File: src/include/ebr_defs.svh
// Constants of the external bus release arbiter: timing, reset values and counter constants.
// Assumes one bus state per clock cycle of the 10 MHz system clock.
//
// Summary of operation
// - Sample the external request one state before each bus cycle ends.
// - A request seen at sampling releases the bus after the current cycle.
// - A request missing cycle A's sampling point releases after cycle B.
// - Assert acknowledge 1.5 states after the last bus cycle ends; the code rounds this up to 2 states.
// - Release latency at most longest locked sequence plus about 4.5 states.
// - Never release between the accesses of one logical bus cycle.
// - Atomic test-and-set read and write form one unbreakable cycle.
// - A refresh cycle and the next bus cycle are split only when the bus goes idle between them with no internal request.
// - Internal priority is refresh, then DMA, then CPU; external wins at sampling, but on an idle bus only with no internal request.
// - Refresh while released negates acknowledge; reclaim once request drops.
// - Refresh request halts a burst DMA transfer so refresh goes first.
`ifndef EBR_DEFS_SVH
`define EBR_DEFS_SVH

// ****************************************************************
// Timing
// ****************************************************************
`define EBR_CLK_PERIOD_NS 100
`define EBR_ACK_DELAY_NS 150
`define EBR_LATENCY_EXTRA_NS 450
// Least time, so rounded up to whole cycles
`define EBR_ACK_DELAY_CYC ((`EBR_ACK_DELAY_NS + `EBR_CLK_PERIOD_NS - 1) / `EBR_CLK_PERIOD_NS)

// ****************************************************************
// Reset values and counter constants
// ****************************************************************
`define EBR_ACK_RESET 1'h1
`define EBR_DRIVE_RESET 1'h1
`define EBR_CNT_ONE 2'h1
`define EBR_CNT_ZERO 2'h0

`endif

File: src/include/ebr_pkg.sv
// Types shared by the external bus release arbiter.
// Assumes the bus sequencer reports cycle progress as ebr_cycle_t.
package ebr_pkg;

    // ****************************************************************
    // Arbiter states
    // ****************************************************************
    typedef enum logic [2:0] {
        EBR_OWN      = 3'h0,
        EBR_PEND     = 3'h1,
        EBR_DELAY    = 3'h2,
        EBR_RELEASED = 3'h3,
        EBR_RECLAIM  = 3'h4
    } ebr_state_t;

    // Progress of the bus cycle now running
    typedef struct packed {
        logic active;    // A bus cycle is in progress
        logic sample;    // One state before the cycle ends
        logic last;      // Final state of the cycle
        logic continues; // Next access belongs to the same logical cycle
    } ebr_cycle_t;

    // Grant to the internal masters, at most one high
    typedef struct packed {
        logic refresh;
        logic dma;
        logic cpu;
    } ebr_grant_t;

endpackage

File: src/hdl/ebr_arbiter.sv
// External bus release arbiter: hands the shared bus to an external master
// and arbitrates the internal masters (refresh, DMA, CPU) at cycle bounds.
// Assumes inputs are synchronous to clk and one bus state is one clock.
`timescale 1ns/1ps
`include "ebr_defs.svh"

module ebr_arbiter (
    input wire logic clk,
    input wire logic resetn,
    input wire logic extBusRequestN,
    input wire ebr_pkg::ebr_cycle_t cycleIn,
    input wire logic refreshReq,
    input wire logic dmaReq,
    input wire logic dmaBurst,
    input wire logic cpuReq,
    output logic busAckN,
    output logic busDriveEn,
    output ebr_pkg::ebr_grant_t grant,
    output logic dmaHalt
);

    // ****************************************************************
    // Helpers
    // ****************************************************************
    // Fixed priority among the internal masters
    function automatic ebr_pkg::ebr_grant_t pickMaster(input logic rf, input logic dm,
                                                       input logic cp);
        ebr_pkg::ebr_grant_t g;
        g = '0;
        if (rf) begin
            g.refresh = 1'h1;
        end else if (dm) begin
            g.dma = 1'h1;
        end else if (cp) begin
            g.cpu = 1'h1;
        end
        return g;
    endfunction

    ebr_pkg::ebr_state_t state;
    ebr_pkg::ebr_state_t next_state;
    logic [1:0] delayCnt;
    logic [1:0] next_delayCnt;
    logic next_busAckN;
    logic next_busDriveEn;
    ebr_pkg::ebr_grant_t next_grant;
    logic next_dmaHalt;
    logic extReq;
    logic releasable;
    logic boundary;

    assign extReq = ~extBusRequestN;
    // Breaking here would split a logical cycle, an atomic pair or refresh pair
    assign releasable = ~cycleIn.continues & ~grant.refresh;
    assign boundary = cycleIn.last | ~cycleIn.active;

    // ****************************************************************
    // Release state machine
    // ****************************************************************
    // Next state, acknowledge and bus drive
    always_comb begin
        next_state = state;
        next_delayCnt = delayCnt;
        next_busAckN = busAckN;
        next_busDriveEn = busDriveEn;
        unique case (state)
            ebr_pkg::EBR_OWN: begin
                // During an active cycle the request is decided only at the sampling point; a later one waits a cycle
                if (cycleIn.active && cycleIn.sample && extReq && releasable) begin
                    next_state = ebr_pkg::EBR_PEND;
                end else if (!cycleIn.active && extReq && !refreshReq && !dmaReq
                             && !cpuReq) begin
                    // Idle bus: nothing to finish, start the release delay now
                    next_state = ebr_pkg::EBR_DELAY;
                    next_delayCnt = 2'(`EBR_ACK_DELAY_CYC - 1);
                    next_busDriveEn = 1'h0;
                end
            end
            ebr_pkg::EBR_PEND: begin
                if (cycleIn.last) begin
                    next_state = ebr_pkg::EBR_DELAY;
                    next_delayCnt = 2'(`EBR_ACK_DELAY_CYC - 1);
                    next_busDriveEn = 1'h0;
                end
            end
            ebr_pkg::EBR_DELAY: begin
                // Acknowledge lands whole states after the end; total stays bounded
                if (delayCnt == `EBR_CNT_ZERO) begin
                    next_state = ebr_pkg::EBR_RELEASED;
                    next_busAckN = 1'h0;
                end else begin
                    next_delayCnt = delayCnt - `EBR_CNT_ONE;
                end
            end
            ebr_pkg::EBR_RELEASED: begin
                if (refreshReq) begin
                    // Signal the pending refresh; the external master still owns the bus
                    next_state = ebr_pkg::EBR_RECLAIM;
                    next_busAckN = 1'h1;
                end else if (!extReq) begin
                    next_state = ebr_pkg::EBR_OWN;
                    next_busAckN = 1'h1;
                    next_busDriveEn = 1'h1;
                end
            end
            ebr_pkg::EBR_RECLAIM: begin
                if (!extReq) begin
                    next_state = ebr_pkg::EBR_OWN;
                    next_busDriveEn = 1'h1;
                end
            end
            default: begin
                next_state = ebr_pkg::EBR_OWN;
            end
        endcase
    end

    // Register the release state
    always_ff @(posedge clk or negedge resetn) begin
        if (!resetn) begin
            state <= ebr_pkg::EBR_OWN;
            delayCnt <= `EBR_CNT_ZERO;
            busAckN <= `EBR_ACK_RESET;
            busDriveEn <= `EBR_DRIVE_RESET;
        end else begin
            state <= next_state;
            delayCnt <= next_delayCnt;
            busAckN <= next_busAckN;
            busDriveEn <= next_busDriveEn;
        end
    end

    // ****************************************************************
    // Internal master grant
    // ****************************************************************
    // Grant changes only at a cycle boundary; a pending release takes the bus
    always_comb begin
        next_grant = grant;
        next_dmaHalt = grant.dma & dmaBurst & refreshReq;
        if (next_state != ebr_pkg::EBR_OWN) begin
            next_grant = '0;
        end else if (boundary && !cycleIn.continues) begin
            // Refresh outranks a DMA burst, which dmaHalt stops one clock after refreshReq, boundary or not
            next_grant = pickMaster(refreshReq, dmaReq, cpuReq);
        end
    end

    // Register the grant and halt
    always_ff @(posedge clk or negedge resetn) begin
        if (!resetn) begin
            grant <= '0;
            dmaHalt <= 1'h0;
        end else begin
            grant <= next_grant;
            dmaHalt <= next_dmaHalt;
        end
    end
endmodule

File: config.mk
export PLATFORM = sky130hd
export DESIGN_NAME = ebr_arbiter
export DESIGN_NICKNAME = d
export VERILOG_FILES = /design/src/include/ebr_pkg.sv /design/src/hdl/ebr_arbiter.sv
export VERILOG_INCLUDE_DIRS = /design/src /design/src/include
export SDC_FILE = /design/constraint.sdc
export NUM_CORES = 1
export LEC_CHECK = 0
export BUFFER_PORTS_ARGS = -buffer_cell sky130_fd_sc_hd__buf_2
export CAP_MARGIN = 20
export CORE_AREA = 2 2 39 41
export CTS_CLUSTER_SIZE = 40
export DETAILED_ROUTE_END_ITERATION = 16
export DIE_AREA = 0 0 41 43
export GPL_TIMING_DRIVEN = 0
export PLACE_DENSITY = 0.76
export RECOVER_POWER = 50
export SLEW_MARGIN = 10
export SYNTH_ARGS = -nofsm -noshare
export SYNTH_HDL_FRONTEND = slang
export SYNTH_SLANG_ARGS = --single-unit
File: constraint.sdc
create_clock -name clk -period 3.1 [get_ports clk]
set_input_delay 0.62 -clock clk [delete_from_list [all_inputs] [get_ports clk]]
set_output_delay 0.62 -clock clk [all_outputs]
set_load 0.01 [all_outputs]
==> results.json <==
{
  "cts_tree": "built",
  "start_kind": "flop",
  "path_buf_inv": 2,
  "post-route-util_pct": 56.7,
  "ioPinCount": 17,
  "fin_cells": 103,
  "dp_slack_ns": 1.02,
  "nFillCells": 122,
  "p_int_uw": 384,
  "reg2reg_to": "grant[2]",
  "dpl.hpwl_um": 1040,
  "synth_xor_xnor_area_share_pct": 0,
  "clockBufferDepth": 2,
  "reg2reg_depth": 4,
  "syn_area_um2": 666,
  "root_buffer": "clkbuf_4",
  "cts.sinks": 11,
  "path_cells": "clkbuf_1, inv_2, o41ai_1, nor4_1",
  "p_sw_share_pct": 41.5,
  "grt_max_degree": 12,
  "irDropWorstVdd_v": 0.000439,
  "cts_buffers": 3,
  "synth-simple-area-share_pct": 20.5,
  "vias_per_cell": 5.69,
  "grt_pass1_vias": 571,
  "synth.net_count": 80,
  "min_period_ns": 1.82,
  "grt_overflow": 0,
  "ctsHoldBuffers": 0,
  "tightest_slew_ns": 0.716,
  "hold_viol": 0,
  "num_rows": 14,
  "postSynthAreaPerCell_um2": 9.79,
  "vias": 586,
  "outcome": "completed",
  "setup_tns_ns": 0,
  "wl_per_cell_um": 13.0,
  "worstSkewPairLatency_ns": 0.27,
  "worstSetupEndpointType": "flop",
  "start_util_pct": 48.1,
  "track_usage_pct": 20.4,
  "io_buffers": 15,
  "synth_compound_area_share_pct": 22.7,
  "diodes": 0,
  "seq_power_share_pct": 35.8,
  "die_x_um": 41,
  "cts_setup_buffers": 0,
  "drv_slew": 0,
  "ys_seq_area_share_pct": 41.7,
  "worst-setup-path-type": "flop to flop",
  "cts-resized-gates": 0,
  "dieArea_um2": 1760,
  "fmax_ghz": 0.550,
  "fin_crit_sh_pct": 58.6,
  "ant_nets": 0,
  "dr.pass1.iters": 4,
  "drv_cap": 0,
  "synth_edf_count": 0,
  "finalSetupViolCount": 0,
  "path_delay_family": "compound AO/OA/AOI/OAI gates",
  "crit_arrival_ns": 1.93,
  "core_area_um2": 1380,
  "synthDistinctLibCells": 31,
  "synth_adder_area_share_pct": 1.88,
  "async_reset_ff_share_pct": 100,
  "grt_first_pass_wirelength_um": 2450,
  "clkPwrFrac_pct": 14.5,
  "p_comb_share_pct": 49.7,
  "ys_ff_latch": 11,
  "slowest_delay_ns": 0.72,
  "synth_mux_area_share_pct": 6.02,
  "antenna_found_initial": 0,
  "dp.cells": 99,
  "drc": 0,
  "r2r_start": "state[2]",
  "dieHeight_um": 43,
  "cp_max_fo": 9,
  "rsz0062_at_grt": "no",
  "powerDensity_nw_per_um2": 837,
  "cp_slowest_cell": "o41ai_1",
  "totalWireLength_um": 1340,
  "clkTransAtPathRegs_ns": 0.07,
  "clock_skew_ns": 0.00139,
  "regToRegSetupSlack_ns": 1.28,
  "area_growth_pct": 17.9,
  "timing.final.ws_setup_ns": 1.28,
  "regArea_um2": 278,
  "synth_flop_cell": "dfrtp_1",
  "synth_cells": 68,
  "switchingPower_uw": 272,
  "multi_input_area_um2": 340,
  "hold_class": "primary input to asynchronous set/reset pin",
  "ys_warn_count": 0,
  "drive_above_1_share_pct": 31.0,
  "first_iter_violations": 26,
  "place.gp.congestion": 0.791,
  "synth_top_family_by_area": "compound AO/OA/AOI/OAI gates",
  "slew_headroom_pct": 51.6,
  "layout.nets": 100,
  "cts_max_level": 1,
  "power_leakage_uw": 0.000362,
  "critPathRequiredTime_ns": 3.21
}
[logic make-up after synthesis]
group | Yosys count
and+or+nand+nor | 22
muxes | 4
buffers and inverters | 10
adders and majority gates | 1
AOI/OAI and AO/OA | 20
DFF | 11
[Yosys cell counts (2+ instances only)]
master	instances	share of area, %
nand2b_1	2	1.9
buf_2	2	1.5
mux2i_1	4	6.0
o41ai_1	2	2.6
nor4b_1	2	2.6
dfrtp_1	9	34
nor3b_1	2	2.3
a21oi_1	4	3.0
o31ai_1	3	3.4
dfstp_2	2	7.9
inv_1	5	2.8
nor4_1	3	2.8
nand2_1	4	2.3
o21ai_0	4	3.0
nor2_1	4	2.3
[worst max path at each step]
stage	startpoint	endpoint	slack, ns	cells after the start
after floorplan	refreshReq	grant[0]	1.19	5
after global placement	extBusRequestN	grant[0]	1.04	5
after detailed placement	extBusRequestN	grant[2]	1.02	5
after CTS	extBusRequestN	grant[2]	1.31	5
after global routing	state[2]	grant[0]	1.14	4
final	state[2]	grant[2]	1.28	4
[cell usage in the layout, fill, tap and decap left out, types with 3 or more instances in the layout]
master / count
buf_2: 14
nand2_1: 4
a21oi_1: 4
nor4_1: 3
mux2i_1: 4
clkbuf_4: 3
dfrtp_1: 9
nor2_1: 4
o31ai_1: 3
o21ai_0: 4
inv_1: 5
clkbuf_1: 3
[state kept, by name, indices dropped and copies added, names as in the netlist]
name / flops
dmaHalt: 1
busAckN: 1
busDriveEn: 1
state: 3
grant: 3
delayCnt: 2
[final cells by class]
cell class	instances	share of cell area, %
clock buffer	3	2.87
inverter	6	2.87
multi-input combinational	47	43.4
clock inverter	1	0.638
timing repair buffer	15	9.25
sequential	11	35.4
buffer	4	3.03
tap	16	2.55
[stage by stage]
stage / instance area [um^2] / hold slack [ns] / power [uW]
5_1_grt: 785 / 0.360 / 719
6_report: 785 / 0.316 / 656
3_3_place_gp: 761 / 0.474 / 553
2_1_floorplan: 666 / 0.324 / 481
4_1_cts: 788 / 0.202 / 663
3_5_place_dp: 761 / 0.487 / 564
[per-layer routing]
metal / track usage, % / wire (um)
met2: 28.1 / 611
met5: 0 / 0
met3: 1.57 / 43
met4: 12.0 / 25
met1: 30.3 / 662
[power groups by stage]
stage          logic [uW]  registers [uW]  clock network, uW
2_1_floorplan         240             241                  0
3_3_place_gp          321             233                  0
3_5_place_dp          328             236                  0
4_1_cts               329             234                100
5_1_grt               367             244                108
6_report              326             235               95.4
(Power assumes the default switching activity.)
